File: src/rtl/pcs_map.svh
// register offsets, field positions, reset values and the behaviour summary of the pll control
//
// Contract
// - output frequency is reference times m over n times its post-scale count
// - phase shifts in eighths of the oscillator period, steps of 45 degrees
// - each of three post-scale counters has its own programmable high time
// - three counter outputs each feed the global clock network
// - third output drives the external pin, the global network, or both
// - user logic may swap between two reference clocks in user mode
// - lock asserts only when output is stable and in phase with reference
// - gated lock stays low until the programmed reference transition count elapses
// - gated or ungated lock is selectable for the lock output
// - zero-delay mode aligns the external pin with the clock input
// - normal mode compensates global network delay to the registers
// - no-compensation mode applies no delay compensation
// - power enable switches the loop on when high, off when low
// - asynchronous clear resets and resynchronises the loop inputs
// - detector gate input low blocks phase detector corrections
// - reference select comes from configuration or dynamically from logic
`ifndef PCS_MAP_SVH
`define PCS_MAP_SVH

//------------------------------------------------------------
// register offsets (byte addresses)
//------------------------------------------------------------
`define PCS_OFF_CFG 8'h00
`define PCS_OFF_MULT 8'h04
`define PCS_OFF_GATE 8'h08
`define PCS_OFF_OUT0 8'h0C
`define PCS_OFF_OUT1 8'h10
`define PCS_OFF_OUT2 8'h14
`define PCS_OFF_STAT 8'h18
`define PCS_OFF_COMP 8'h1C

//------------------------------------------------------------
// field positions
//------------------------------------------------------------
`define PCS_CFG_FB_LSB 0
`define PCS_CFG_SEL_STATIC 2
`define PCS_CFG_SEL_DYN 3
`define PCS_CFG_LOCK_GATED 4
`define PCS_CFG_EXT_EN 5
`define PCS_CFG_GCLK2_EN 6
`define PCS_MULT_M_LSB 0
`define PCS_MULT_N_LSB 8
`define PCS_OUT_C_LSB 0
`define PCS_OUT_HIGH_LSB 8
`define PCS_OUT_PHASE_LSB 16
`define PCS_COMP_NORM_LSB 0
`define PCS_COMP_ZDB_LSB 8
`define PCS_STAT_PERIOD_LSB 14

//------------------------------------------------------------
// reset values
//------------------------------------------------------------
`define PCS_CFG_RST 7'h60
`define PCS_M_RST 5'h00
`define PCS_N_RST 2'h0
`define PCS_GATE_RST 16'h0010
`define PCS_OUT_C_RST 5'h00
`define PCS_OUT_HIGH_RST 8'h04
`define PCS_OUT_PHASE_RST 8'h00
`define PCS_COMP_NORM_RST 8'h02
`define PCS_COMP_ZDB_RST 8'h01

`endif

File: src/rtl/pcs_pkg.sv
// types and shared arithmetic of the pll control
package pcs_pkg;

    typedef enum logic [1:0] {
        PCS_FB_NORMAL,
        PCS_FB_ZDB,
        PCS_FB_NONE
    } pcs_fb_mode_e;

    typedef struct packed {
        logic [7:0] phase;
        logic [7:0] high;
        logic [4:0] c_m1;
    } pcs_out_cfg_s;

    // distance from b forward to a on a ring of m positions
    function automatic logic [8:0] pcs_wrap_sub(input logic [8:0] a, input logic [8:0] b,
                                                input logic [8:0] m);
        logic [9:0] s;
        s = (a >= b) ? ({1'b0, a} - {1'b0, b}) : ({1'b0, a} + {1'b0, m} - {1'b0, b});
        return s[8:0];
    endfunction

endpackage

File: src/rtl/pcs_div_if.sv
// carrier between the loop core and one post-scale counter
`timescale 1ns/10ps
interface pcs_div_if;
    logic tick;
    logic sync;
    logic [8:0] period;
    logic [7:0] high;
    logic [7:0] phase;
    logic clk_out;

    modport ctrl (output tick, output sync, output period, output high, output phase,
                  input clk_out);
    modport div (input tick, input sync, input period, input high, input phase,
                 output clk_out);
endinterface

File: src/rtl/pcs_post_div.sv
// post-scale counter with programmable phase and high time, counted in oscillator eighths
`timescale 1ns/10ps
module pcs_post_div (
    input wire logic pclk,
    input wire logic presetn,
    pcs_div_if.div dv
);
    import pcs_pkg::*;

    logic [8:0] cnt;
    logic [8:0] pos;

    //------------------------------------------------------------
    // ring position shifted by the phase setting
    //------------------------------------------------------------
    always_comb begin
        pos = pcs_wrap_sub(cnt, {1'b0, dv.phase}, dv.period);
    end

    always_ff @(posedge pclk or negedge presetn) begin
        if (!presetn) begin
            cnt <= 9'h000;
        end else if (dv.sync) begin
            cnt <= 9'h000;
        end else if (dv.tick) begin
            // wrap at c times eight eighths of the oscillator period
            cnt <= (cnt >= dv.period - 9'h001) ? 9'h000 : cnt + 9'h001;
        end
    end

    always_ff @(posedge pclk or negedge presetn) begin
        if (!presetn) begin
            dv.clk_out <= 1'b0;
        end else begin
            dv.clk_out <= (pos < {1'b0, dv.high});
        end
    end

endmodule // pcs_post_div

File: src/rtl/pcs_top.sv
// pll control core: reference selection, oscillator model, lock logic and apb registers
`timescale 1ns/10ps
`include "pcs_map.svh"
module pcs_top (
    input wire logic pclk,
    input wire logic presetn,
    input wire logic psel,
    input wire logic penable,
    input wire logic pwrite,
    input wire logic [7:0] paddr,
    input wire logic [31:0] pwdata,
    output logic [31:0] prdata,
    output logic pready,
    output logic pslverr,
    input wire logic ref_clk0,
    input wire logic ref_clk1,
    input wire logic pll_enable,
    input wire logic pll_areset,
    input wire logic pfd_enable,
    input wire logic reference_switch_select,
    output logic post_scale_out0,
    output logic post_scale_out1,
    output logic external_capable_output,
    output logic ext_clk_pin,
    output logic lock_out
);
    import pcs_pkg::*;

    //------------------------------------------------------------
    // configuration state
    //------------------------------------------------------------
    logic [1:0] fb_mode_raw;
    logic sel_static;
    logic sel_dyn;
    logic lock_gated_sel;
    logic ext_en;
    logic gclk2_en;
    logic [4:0] m_m1;
    logic [1:0] n_m1;
    logic [15:0] gate_cnt;
    pcs_out_cfg_s out_cfg [3];
    logic [7:0] comp_norm;
    logic [7:0] comp_zdb;

    //------------------------------------------------------------
    // loop state
    //------------------------------------------------------------
    logic ref_prev;
    logic sel_prev;
    logic [1:0] n_cnt;
    logic [17:0] per_cnt;
    logic [17:0] div_period;
    logic [1:0] meas_n;
    logic [17:0] acc;
    logic [8:0] fb_cnt;
    logic nco_on;
    logic locked_ungated;
    logic locked_gated;
    logic [15:0] gate_run;
    logic sync_q;

    logic active_ref;
    logic ref_now;
    logic rise;
    logic trans;
    logic run;
    logic restart;
    logic timeout;
    logic div_edge;
    logic [8:0] step;
    logic [8:0] fb_mod;
    logic [18:0] sum;
    logic [18:0] acc_sub;
    logic tick;
    logic [7:0] comp_val;
    logic [8:0] target;
    logic [8:0] ph_err;
    logic phase_ok;
    logic stable;
    logic align;
    logic [2:0] d_clk;

    //------------------------------------------------------------
    // shared arithmetic
    //------------------------------------------------------------
    // a count setting held as value minus one, turned into oscillator eighths
    function automatic logic [8:0] eighths(input logic [4:0] v_m1);
        return {({1'b0, v_m1} + 6'h01), 3'b000};
    endfunction

    //------------------------------------------------------------
    // reference selection and edge detection
    //------------------------------------------------------------
    always_comb begin
        active_ref = sel_dyn ? reference_switch_select : sel_static;
        ref_now = active_ref ? ref_clk1 : ref_clk0;
        rise = ref_now & ~ref_prev;
        trans = ref_now ^ ref_prev;
        run = pll_enable & ~pll_areset;
        // a clear or a swap of reference restarts measurement and alignment
        restart = ~run | (active_ref != sel_prev);
        timeout = &per_cnt;
        div_edge = rise & (n_cnt == n_m1);
    end

    always_ff @(posedge pclk or negedge presetn) begin
        if (!presetn) begin
            ref_prev <= 1'b0;
            sel_prev <= 1'b0;
        end else begin
            ref_prev <= ref_now;
            sel_prev <= active_ref;
        end
    end

    // input divider n and period of n reference cycles in pclk cycles
    always_ff @(posedge pclk or negedge presetn) begin
        if (!presetn) begin
            n_cnt <= 2'h0;
            per_cnt <= 18'h00000;
            div_period <= 18'h00000;
            meas_n <= 2'h0;
        end else if (restart) begin
            n_cnt <= 2'h0;
            per_cnt <= 18'h00000;
            meas_n <= 2'h0;
        end else begin
            if (rise) begin
                n_cnt <= div_edge ? 2'h0 : n_cnt + 2'h1;
            end
            if (div_edge) begin
                per_cnt <= 18'h00001;
                if (meas_n != 2'h0) begin
                    div_period <= per_cnt;
                end
                if (meas_n != 2'h3) begin
                    meas_n <= meas_n + 2'h1;
                end
            end else if (timeout) begin
                meas_n <= 2'h0;
            end else begin
                per_cnt <= per_cnt + 18'h00001;
            end
        end
    end

    //------------------------------------------------------------
    // oscillator model: 8*m eighths per n reference periods
    //------------------------------------------------------------
    always_comb begin
        step = eighths(m_m1);
        fb_mod = step;
        sum = {1'b0, acc} + {10'h000, step};
        acc_sub = sum - {1'b0, div_period};
        tick = nco_on & (sum >= {1'b0, div_period});
        unique case (pcs_fb_mode_e'(fb_mode_raw))
            PCS_FB_NORMAL: comp_val = comp_norm;
            PCS_FB_ZDB: comp_val = comp_zdb;
            PCS_FB_NONE: comp_val = 8'h00;
            default: comp_val = 8'h00;
        endcase
        target = ({1'b0, comp_val} >= fb_mod) ? 9'h000 : {1'b0, comp_val};
        ph_err = pcs_wrap_sub(fb_cnt, target, fb_mod);
        // one eighth either way is accumulator jitter, not phase error
        phase_ok = (ph_err <= 9'h001) | (ph_err >= fb_mod - 9'h001);
        stable = (per_cnt <= div_period + 18'h00001) & (per_cnt + 18'h00001 >= div_period);
        align = div_edge & ((meas_n == 2'h1) |
                            (nco_on & ~phase_ok & pfd_enable));
    end

    always_ff @(posedge pclk or negedge presetn) begin
        if (!presetn) begin
            nco_on <= 1'b0;
        end else begin
            nco_on <= ~restart & ~timeout & (nco_on | (div_edge & (meas_n == 2'h1)));
        end
    end

    always_ff @(posedge pclk or negedge presetn) begin
        if (!presetn) begin
            acc <= 18'h00000;
            fb_cnt <= 9'h000;
        end else if (restart) begin
            acc <= 18'h00000;
            fb_cnt <= 9'h000;
        end else if (align) begin
            acc <= 18'h00000;
            fb_cnt <= target;
        end else if (tick) begin
            acc <= (acc_sub >= {1'b0, div_period}) ? 18'h00000 : acc_sub[17:0];
            fb_cnt <= (fb_cnt >= fb_mod - 9'h001) ? 9'h000 : fb_cnt + 9'h001;
        end else if (nco_on) begin
            // between ticks the phase accumulator keeps gathering steps
            acc <= sum[17:0];
        end
    end

    always_ff @(posedge pclk or negedge presetn) begin
        if (!presetn) begin
            sync_q <= 1'b0;
        end else begin
            sync_q <= align | restart;
        end
    end

    //------------------------------------------------------------
    // lock detection and gating counter
    //------------------------------------------------------------
    always_ff @(posedge pclk or negedge presetn) begin
        if (!presetn) begin
            locked_ungated <= 1'b0;
        end else if (restart | timeout) begin
            locked_ungated <= 1'b0;
        end else if (div_edge & nco_on) begin
            locked_ungated <= stable & phase_ok & (meas_n == 2'h3);
        end
    end

    always_ff @(posedge pclk or negedge presetn) begin
        if (!presetn) begin
            gate_run <= 16'h0000;
            locked_gated <= 1'b0;
        end else if (restart | ~locked_ungated) begin
            gate_run <= 16'h0000;
            locked_gated <= 1'b0;
        end else begin
            if (trans & (gate_run < gate_cnt)) begin
                gate_run <= gate_run + 16'h0001;
            end
            locked_gated <= (gate_run >= gate_cnt);
        end
    end

    //------------------------------------------------------------
    // post-scale counters
    //------------------------------------------------------------
    pcs_div_if dvi [3] ();

    for (genvar g = 0; g < 3; g++) begin : g_div
        assign dvi[g].tick = tick;
        assign dvi[g].sync = sync_q;
        assign dvi[g].period = eighths(out_cfg[g].c_m1);
        assign dvi[g].high = out_cfg[g].high;
        assign dvi[g].phase = out_cfg[g].phase;
        assign d_clk[g] = dvi[g].clk_out;
        pcs_post_div u_div (
            .pclk(pclk),
            .presetn(presetn),
            .dv(dvi[g])
        );
    end

    always_ff @(posedge pclk or negedge presetn) begin
        if (!presetn) begin
            post_scale_out0 <= 1'b0;
            post_scale_out1 <= 1'b0;
            external_capable_output <= 1'b0;
            ext_clk_pin <= 1'b0;
            lock_out <= 1'b0;
        end else begin
            post_scale_out0 <= nco_on & d_clk[0];
            post_scale_out1 <= nco_on & d_clk[1];
            external_capable_output <= nco_on & gclk2_en & d_clk[2];
            ext_clk_pin <= nco_on & ext_en & d_clk[2];
            lock_out <= lock_gated_sel ? locked_gated : locked_ungated;
        end
    end

    //------------------------------------------------------------
    // apb slave: no wait state, registered answer
    //------------------------------------------------------------
    logic [31:0] rd_word;
    logic rd_hit;
    logic wr_go;

    always_comb begin
        rd_word = 32'h0000_0000;
        rd_hit = 1'b1;
        unique case (paddr)
            `PCS_OFF_CFG: rd_word = {25'h0000000, gclk2_en, ext_en, lock_gated_sel, sel_dyn,
                                     sel_static, fb_mode_raw};
            `PCS_OFF_MULT: rd_word = {22'h000000, n_m1, 3'h0, m_m1};
            `PCS_OFF_GATE: rd_word = {16'h0000, gate_cnt};
            `PCS_OFF_OUT0: rd_word = {8'h00, out_cfg[0].phase, out_cfg[0].high, 3'h0,
                                      out_cfg[0].c_m1};
            `PCS_OFF_OUT1: rd_word = {8'h00, out_cfg[1].phase, out_cfg[1].high, 3'h0,
                                      out_cfg[1].c_m1};
            `PCS_OFF_OUT2: rd_word = {8'h00, out_cfg[2].phase, out_cfg[2].high, 3'h0,
                                      out_cfg[2].c_m1};
            `PCS_OFF_STAT: rd_word = {div_period, 9'h000, pfd_enable, nco_on, active_ref,
                                      locked_gated, locked_ungated};
            `PCS_OFF_COMP: rd_word = {16'h0000, comp_zdb, comp_norm};
            default: rd_hit = 1'b0;
        endcase
        wr_go = psel & penable & pready & pwrite & rd_hit & (paddr != `PCS_OFF_STAT);
    end

    always_ff @(posedge pclk or negedge presetn) begin
        if (!presetn) begin
            pready <= 1'b0;
            prdata <= 32'h0000_0000;
            pslverr <= 1'b0;
        end else begin
            pready <= psel & ~penable;
            prdata <= (psel & ~penable & ~pwrite) ? rd_word : 32'h0000_0000;
            pslverr <= psel & ~penable & ~rd_hit;
        end
    end

    always_ff @(posedge pclk or negedge presetn) begin
        if (!presetn) begin
            {gclk2_en, ext_en, lock_gated_sel, sel_dyn, sel_static, fb_mode_raw} <= `PCS_CFG_RST;
            m_m1 <= `PCS_M_RST;
            n_m1 <= `PCS_N_RST;
            gate_cnt <= `PCS_GATE_RST;
            comp_norm <= `PCS_COMP_NORM_RST;
            comp_zdb <= `PCS_COMP_ZDB_RST;
            for (int i = 0; i < 3; i++) begin
                out_cfg[i] <= {`PCS_OUT_PHASE_RST, `PCS_OUT_HIGH_RST, `PCS_OUT_C_RST};
            end
        end else if (wr_go) begin
            unique case (paddr)
                `PCS_OFF_CFG: {gclk2_en, ext_en, lock_gated_sel, sel_dyn, sel_static,
                               fb_mode_raw} <= pwdata[6:0];
                `PCS_OFF_MULT: begin
                    m_m1 <= pwdata[`PCS_MULT_M_LSB +: 5];
                    n_m1 <= pwdata[`PCS_MULT_N_LSB +: 2];
                end
                `PCS_OFF_GATE: gate_cnt <= pwdata[15:0];
                `PCS_OFF_OUT0: out_cfg[0] <= {pwdata[23:8], pwdata[4:0]};
                `PCS_OFF_OUT1: out_cfg[1] <= {pwdata[23:8], pwdata[4:0]};
                `PCS_OFF_OUT2: out_cfg[2] <= {pwdata[23:8], pwdata[4:0]};
                `PCS_OFF_COMP: begin
                    comp_norm <= pwdata[`PCS_COMP_NORM_LSB +: 8];
                    comp_zdb <= pwdata[`PCS_COMP_ZDB_LSB +: 8];
                end
                default: begin
                end
            endcase
        end
    end

endmodule // pcs_top

File: config.mk
export PLATFORM = sky130hd
export DESIGN_NAME = pcs_top
export DESIGN_NICKNAME = d
export VERILOG_FILES = /design/src/rtl/pcs_pkg.sv /design/src/rtl/pcs_div_if.sv /design/src/rtl/pcs_post_div.sv /design/src/rtl/pcs_top.sv
export VERILOG_INCLUDE_DIRS = /design/src /design/src/rtl
export SDC_FILE = /design/constraint.sdc
export NUM_CORES = 1
export LEC_CHECK = 0
export BUFFER_PORTS_ARGS = -buffer_cell sky130_fd_sc_hd__buf_4
export CAP_MARGIN = 20
export CORE_ASPECT_RATIO = 0.5
export CORE_UTILIZATION = 50
export CTS_CLUSTER_SIZE = 28
export DETAILED_ROUTE_END_ITERATION = 8
export MAX_ROUTING_LAYER = met4
export PLACE_DENSITY_LB_ADDON = 0.12
export SETUP_SLACK_MARGIN = 0.2
export SKIP_LAST_GASP = 1
export SYNTH_ARGS = -nofsm -noshare
export SYNTH_HDL_FRONTEND = slang
export SYNTH_SLANG_ARGS = --single-unit
File: constraint.sdc
create_clock -name pclk -period 6.75 [get_ports pclk]
set_input_delay 1.0125 -clock pclk [delete_from_list [all_inputs] [get_ports pclk]]
set_output_delay 1.0125 -clock pclk [all_outputs]
set_load 0.1 [all_outputs]
### After elaboration in Yosys (flattened, before gate mapping)

Index checks and enable logic that the tools add are counted.

| operators by class | value |
|---|---|
| add/sub/neg operators | 31 |
| order comparisons | 20 |
| eq/ne operators | 16 |
| muxes and demuxes | 45 |
| bitwise operators | 47 |
| reduce and logical (&&, ||, !) cells | 21 |

Operator list:

| cell | number |
|---|---|
| case mux 32 bit (8 select lines) | 1 |
| 2-to-1 mux 9 bit | 17 |
| 2-to-1 mux 18 bit | 8 |
| subtractor 9 x 8 -> 9 bit | 8 |
| >= comparator 9 bit | 5 |
| >= comparator 19 x 18 -> 1 bit | 2 |
| adder 18 x 1 -> 18 bit (second input constant) | 2 |
| adder 9 x 1 -> 9 bit (second input constant) | 4 |
| adder 9 bit | 4 |
| >= comparator 9 x 8 -> 1 bit | 4 |
| subtractor 9 x 1 -> 9 bit (second input constant) | 4 |
| equality test 8 x 5 -> 1 bit (second input constant) | 4 |
| 2-to-1 mux 16 bit | 2 |
| 2-to-1 mux 32 bit | 1 |
| AND 1 bit | 29 |
| less-than comparator 9 x 8 -> 1 bit | 3 |
| adder 5 x 1 -> 6 bit (second input constant) | 4 |
| adder 18 x 9 -> 19 bit | 1 |
| subtractor 19 x 18 -> 19 bit | 1 |
| >= comparator 18 bit | 1 |
| <= comparator 18 bit | 1 |
| AND reduction 18 bit | 1 |
| adder 16 x 1 -> 16 bit (second input constant) | 1 |
| equality test 8 x 4 -> 1 bit (second input constant) | 2 |
| other kinds (28) | 70 |

| word-level totals | value |
|---|---|
| bits in registers | 267 |
| output and inout port bits | 39 |
| logic and storage cells | 227 |

### Longest topological paths before layout

| depth | value |
|---|---|
| depth after elaboration | 15 |
| gate-level depth with buffers | 32 |
| gate-level depth less buffers | 29 |

### By module

A second synthesis with hierarchy kept.

| second synthesis, totals | value |
|---|---|
| cell total of the unflattened synthesis | 2,387 |
| area total of the unflattened synthesis | 21,837.2 um2 |

Modules (own cells, without submodules):

| module | instances | cells an instance | area each (um2) |
|---|---|---|---|
| pcs_top | 1 | 1,611 | 15,703.8 |
| pcs_post_div at g_div[1].u_div ... | 2 | 247 | 1,984.4 |
| pcs_post_div at g_div[0].u_div | 1 | 282 | 2,164.6 |

### Worst setup path before layout

OpenSTA, ideal clock, no wires.

| timing path | value |
|---|---|
| path kind | register to register |
| start point | register fb_mode_raw[0] |
| end point | register acc[13] |
| library setup time | 145 ps |
| arrival | 5,861 ps |
| data required time | 6,605 ps |
| setup slack | 744 ps |
| stages on the path, launching flop included | 30 |
| path buffers | 2 |
| cell sequence | dfrtp_1 -> clkbuf_1 -> mux2i_1 -> nor2_1 -> inv_1 -> ha_1 -> o31ai_1 -> a21boi_0 -> o21a_1 -> o21ai_0 -> a211o_1 -> nor2b_1 -> nand2_1 -> ha_1 -> inv_1 -> fa_1 -> nand2b_1 -> a21oi_1 -> mux2_2 -> nor2_1 -> mux2i_1 -> ha_1 -> a21o_1 -> a21o_1 -> a211oi_1 -> o31a_1 -> o31ai_4 -> o2111ai_2 -> clkbuf_1 -> o32ai_2 |

| on the way | value |
|---|---|
| cells in the longest elaborated chain, start to end | 15 |
| elaborated cells on any way between the ends | 20 |

Ends and longest elaborated chain:

| what | RTL line | text |
|---|---|---|
| start, declared | pcs_top.sv:32 | `logic [1:0] fb_mode_raw;` |
| start signal, assigned | pcs_top.sv:312 | `` {gclk2_en, ext_en, lock_gated_sel, sel_dyn, sel_static, fb_mode_raw} <= `PCS_CFG_RST; `` |
| start signal, assigned | pcs_top.sv:324 | `fb_mode_raw} <= pwdata[6:0];` |
| equality test 2 x 1 -> 1 bit or zero test 2 bit (tied branches) | pcs_top.sv:156 | `unique case (pcs_fb_mode_e'(fb_mode_raw))` |
| case mux 8 bit (2 select lines) (*) | pcs_top.sv:156 |  |
| >= comparator 8 x 9 -> 1 bit | pcs_top.sv:162 | `target = ({1'b0, comp_val} >= fb_mod) ? 9'h000 : {1'b0, comp_val};` |
| 2-to-1 mux 8 bit (*) | pcs_top.sv:162 |  |
| subtractor 9 x 8 -> 9 bit or >= comparator 9 x 8 -> 1 bit (tied branches) | pcs_pkg.sv:20 | `s = (a >= b) ? ({1'b0, a} - {1'b0, b}) : ({1'b0, a} + {1'b0, m} - {1'b0, b});` |
| 2-to-1 mux 9 bit (*) | pcs_pkg.sv:20 |  |
| <= comparator 9 x 1 -> 1 bit or >= comparator 9 bit (tied branches) | pcs_top.sv:165 | `phase_ok = (ph_err <= 9'h001) \| (ph_err >= fb_mod - 9'h001);` |
| bitwise OR 1 bit (*) | pcs_top.sv:165 |  |
| NOT 1 bit (*) | pcs_top.sv:168 | `(nco_on & ~phase_ok & pfd_enable));` |
| AND 1 bit (*) (2 in a row) | pcs_top.sv:168 |  |
| bitwise OR 1 bit (*) | pcs_top.sv:167 | `align = div_edge & ((meas_n == 2'h1) \|` |
| AND 1 bit (*) | pcs_top.sv:167 |  |
| 2-to-1 mux 18 bit | pcs_top.sv:186 | `end else if (align) begin` |
| 2-to-1 mux 18 bit | pcs_top.sv:183 | `end else if (restart) begin` |
| end signal, assigned | pcs_top.sv:190 | `acc <= (acc_sub >= {1'b0, div_period}) ? 18'h00000 : acc_sub[17:0];` |
| end signal, assigned | pcs_top.sv:194 | `acc <= sum[17:0];` |
| end, declared | pcs_top.sv:54 | `logic [17:0] acc;` |

Every way passes the cells marked *; elsewhere a longest branch is shown, timed or not.
A chain may end at the register's enable or synchronous reset.

### Final worst setup path

| timing path | value |
|---|---|
| start point | register fb_mode_raw[0] |
| end point | register acc[5] |

Same word-level chain as after synthesis.

==> impl_metrics.py <==
metrics = {
    "clocking": {
        "clk_latency_ps": 580,
        "clkTransAtPathRegs_ps": 70,
        "cts-root-buf": "clkbuf_16",
        "ctsLongestPathBuffers": 3,
        "cts_hold_repair.buffers": 0,
        "numCtsBuffers": 28,
        "cts_tree": "yes",
        "cts.sinks": 267,
        "htreeDepth": 1,
    },
    "die": {
        "rows": 51,
        "start_util_pct": 51.5,
        "coreArea_mm2": 0.0395,
        "dieArea_mm2": 0.0415,
        "pin_count": 90,
        "die_w_um": 287,
        "fp.dieH_um": 145,
    },
    "placed_design": {
        "port_buffers": 81,
        "gp_congestion": 0.904,
        "dp_slack_ps": 298,
        "place_hpwl_um": 41600,
    },
    "worst_setup_path": {
        "ff2ff_setup_slack_ps": 550,
        "cp.arrival_ps": 6680,
        "required_ps": 7230,
        "cp_max_fo": 8,
        "slowest_delay_ps": 580,
        "crit_slowest_cell": "or4_4",
        "cp-end-kind": "flop",
        "critPathLaunchType": "flop",
        "crit_type": "flop to flop",
    },
    "global_routing": {
        "grt_pass1_wl_um": 86900,
        "antenna_found_initial": 0,
        "grt_overflow": 0,
        "grt_max_degree": 145,
        "grt_pass1_vias": 15500,
        "grt_usage_pct": 27.6,
    },
    "routing": {
        "wirelength_um": 55000,
        "routed_via_density": 5.83,
        "ant_nets": 0,
        "wire_per_inst_um": 19.6,
        "vias": 16400,
        "post-route-drc-count": 0,
        "first_pass_iters": 8,
        "drtIter0Drc": 1143,
    },
    "logic_synthesis": {
        "syn_area_per_cell_um2": 9.36,
        "synth_ff_type": "dfrtp_1",
        "synth_top_family_by_area": "adder cells",
        "syn_inst": 2173,
        "ys_seq_area_share_pct": 32.9,
        "syn-num-nets": 2484,
        "synth_edf_count": 0,
        "synth-simple-area-share_pct": 14.1,
        "synthMuxAreaShare_pct": 7.41,
        "yosys_warnings": 0,
        "netlist_area_mm2": 0.0203,
        "async_flop_share_pct": 100,
        "synth.distinct_cells": 76,
        "synth_fa_ha_area_share_pct": 17.3,
        "ys_ff_latch": 267,
        "synth-xor-area-share_pct": 6.37,
        "synth_compound_area_share_pct": 17.1,
    },
    "final_layout": {
        "drive_above_1_share_pct": 14.2,
        "final_cell_mix": "258 x dfrtp_1, 226 x ha_1, 196 x inv_1, 152 x a21oi_1, 139 x nor2_1",
        "post-route-util_pct": 57.5,
        "final_nets": 2571,
        "areaGrowthSynthToFinish_pct": 11.7,
        "diodes": 0,
        "final_common_cell": "dfrtp_1",
    },
    "sta": {
        "setup_viol": 0,
        "drv_slew": 0,
        "hold_viol": 0,
        "fmax_mhz": 161,
        "layout_setup_ws_ps": 554,
        "timing.hold.ws_ps": 500,
        "fin_crit_sh_pct": 91.8,
        "final.setup.tns_ps": 0,
        "skew_ps": 22.7,
        "relSlewSlack_pct": 29.1,
        "period_needed_ps": 6200,
        "tightest_slew_ps": 1060,
        "rsz0062_at_grt": "no",
    },
    "power_and_ir_drop": {
        "peakVddDrop_mv": 0.184,
        "p_per_area_mw_per_mm2": 172,
        "p_total_mw": 3.90,
        "p_leak_nw": 10.5,
    },
    "min_path": {
        "holdCritPathClass": "flop to flop",
    },
    "outcome": {
        "status": "completed",
    },
    "job": {
        "max_cap_viol_count": 0,
    },
}
==> what timing repair did <==
item | 4_1_cts | 5_1_grt
buffers inserted | 0 | 4
setup endpoints to repair | 0 | 28
resized for setup | 0 | 11
==> worst paths after layout <==
kind                            cells after the start                           endpoint                        from
worst max-delay path                               27                 acc[5]$_DFFE_PN0P_  fb_mode_raw[0]$_DFFE_PN0P_
worst min-delay path                                1               prdata[31]$_DFF_PN0_  div_period[17]$_DFFE_PN0P_
worst max register to register                     27                 acc[5]$_DFFE_PN0P_  fb_mode_raw[0]$_DFFE_PN0P_
worst min register to register                      1               prdata[31]$_DFF_PN0_  div_period[17]$_DFFE_PN0P_
max in group asynchronous                           2               prdata[29]$_DFF_PN0_                     presetn
min in group asynchronous                           1  g_div[0].u_div.cnt[4]$_DFFE_PN0P_                     presetn
==> worst max-delay path: cells and delay by family (launching register included) <==
family,cells,cell delay (ps)
AND/OR/NAND/NOR,5,1500
AO/OA/AOI/OAI,11,1880
multiplexers,1,170
buffers and inverters,5,560
flip-flops,1,480
adder cells (fa/ha/maj),4,1330
XOR/XNOR,1,160
==> stage by stage <==
step	instances	cell area, µm²
2_1_floorplan	2173	20300
3_3_place_gp	2755	21600
3_5_place_dp	2755	21600
4_1_cts	2807	22600
5_1_grt	2812	22700
6_report	2812	22700
==> sequential cells by signal (all words and copies together), names as in the netlist, 3 cells and up <==
name / cells
g_div.u_div.cnt: 27
m_m1: 5
prdata: 32
div_period: 18
dvi.high: 24
dvi.phase: 24
gate_run: 16
g_div.u_div.dv.clk_out: 3
comp_norm: 8
out_cfg: 15
comp_zdb: 8
gate_cnt: 16
acc: 18
fb_cnt: 9
per_cnt: 18
==> layout make-up <==
class	instances	area, µm²
Fill cell	3567	16800
Timing Repair Buffer	114	883
Clock inverter	15	215
Sequential cell	267	6690
Clock buffer	37	786
Tap cell	530	663
Inverter	197	743
Multi-Input combinational cell	1652	12700
==> logic make-up (layout without fill, tap and decap cells) <==
kind of cell | Yosys count | count (layout)
flops | 267 | 267
xor+xnor | 148 | 148
compound gates | 538 | 538
simple gates | 570 | 570
fa+ha+maj | 260 | 260
mux | 136 | 136
buf+inv | 254 | 363
==> cell usage after synthesis, types with 11 or more instances <==
cell type | number | area (µm²)
dfrtp_1 | 259 | 6480
ha_1 | 226 | 2830
inv_1 | 197 | 739
a21oi_1 | 153 | 766
nor2_1 | 139 | 522
nand2_1 | 117 | 439
mux2_2 | 116 | 1310
xnor2_1 | 110 | 963
o21ai_0 | 109 | 546
nand3_1 | 58 | 290
a22oi_1 | 53 | 398
clkbuf_1 | 48 | 180
a21o_1 | 42 | 315
and3_1 | 42 | 263
nor3_1 | 42 | 210
nor2b_1 | 39 | 244
xor2_1 | 38 | 333
fa_1 | 34 | 681
o21a_1 | 29 | 218
nand2b_1 | 26 | 163
nand4_1 | 23 | 144
o22ai_1 | 22 | 138
mux2i_1 | 20 | 200
nand3b_1 | 17 | 128
a211oi_1 | 16 | 120
a31oi_1 | 16 | 100
and2_1 | 14 | 87.6
nor4_1 | 13 | 81.3
o21bai_1 | 11 | 82.6
==> metal layers <==
| metal | global-route usage (%) | vias to the layer above | wire [µm] |
|---|---|---|---|
| met2 | 41.2 | 393 | 23700 |
| li1 | - | 7931 | - |
| met3 | 4.15 | 78 | 3110 |
| met5 | - | - | 0 |
| met4 | 6.30 | 0 | 1190 |
| met1 | 39.4 | 7981 | 27100 |
==> power by group <==
group	switching (mW)	total, mW	leakage, nW	internal (mW)
logic	0.326	0.531	6.45	0.204
clock network	0.701	1.71	0.484	1.01
registers	0.0378	1.66	3.61	1.62
total	1.07	3.90	10.5	2.84
Note: power is estimated with default switching activity, not from simulation.
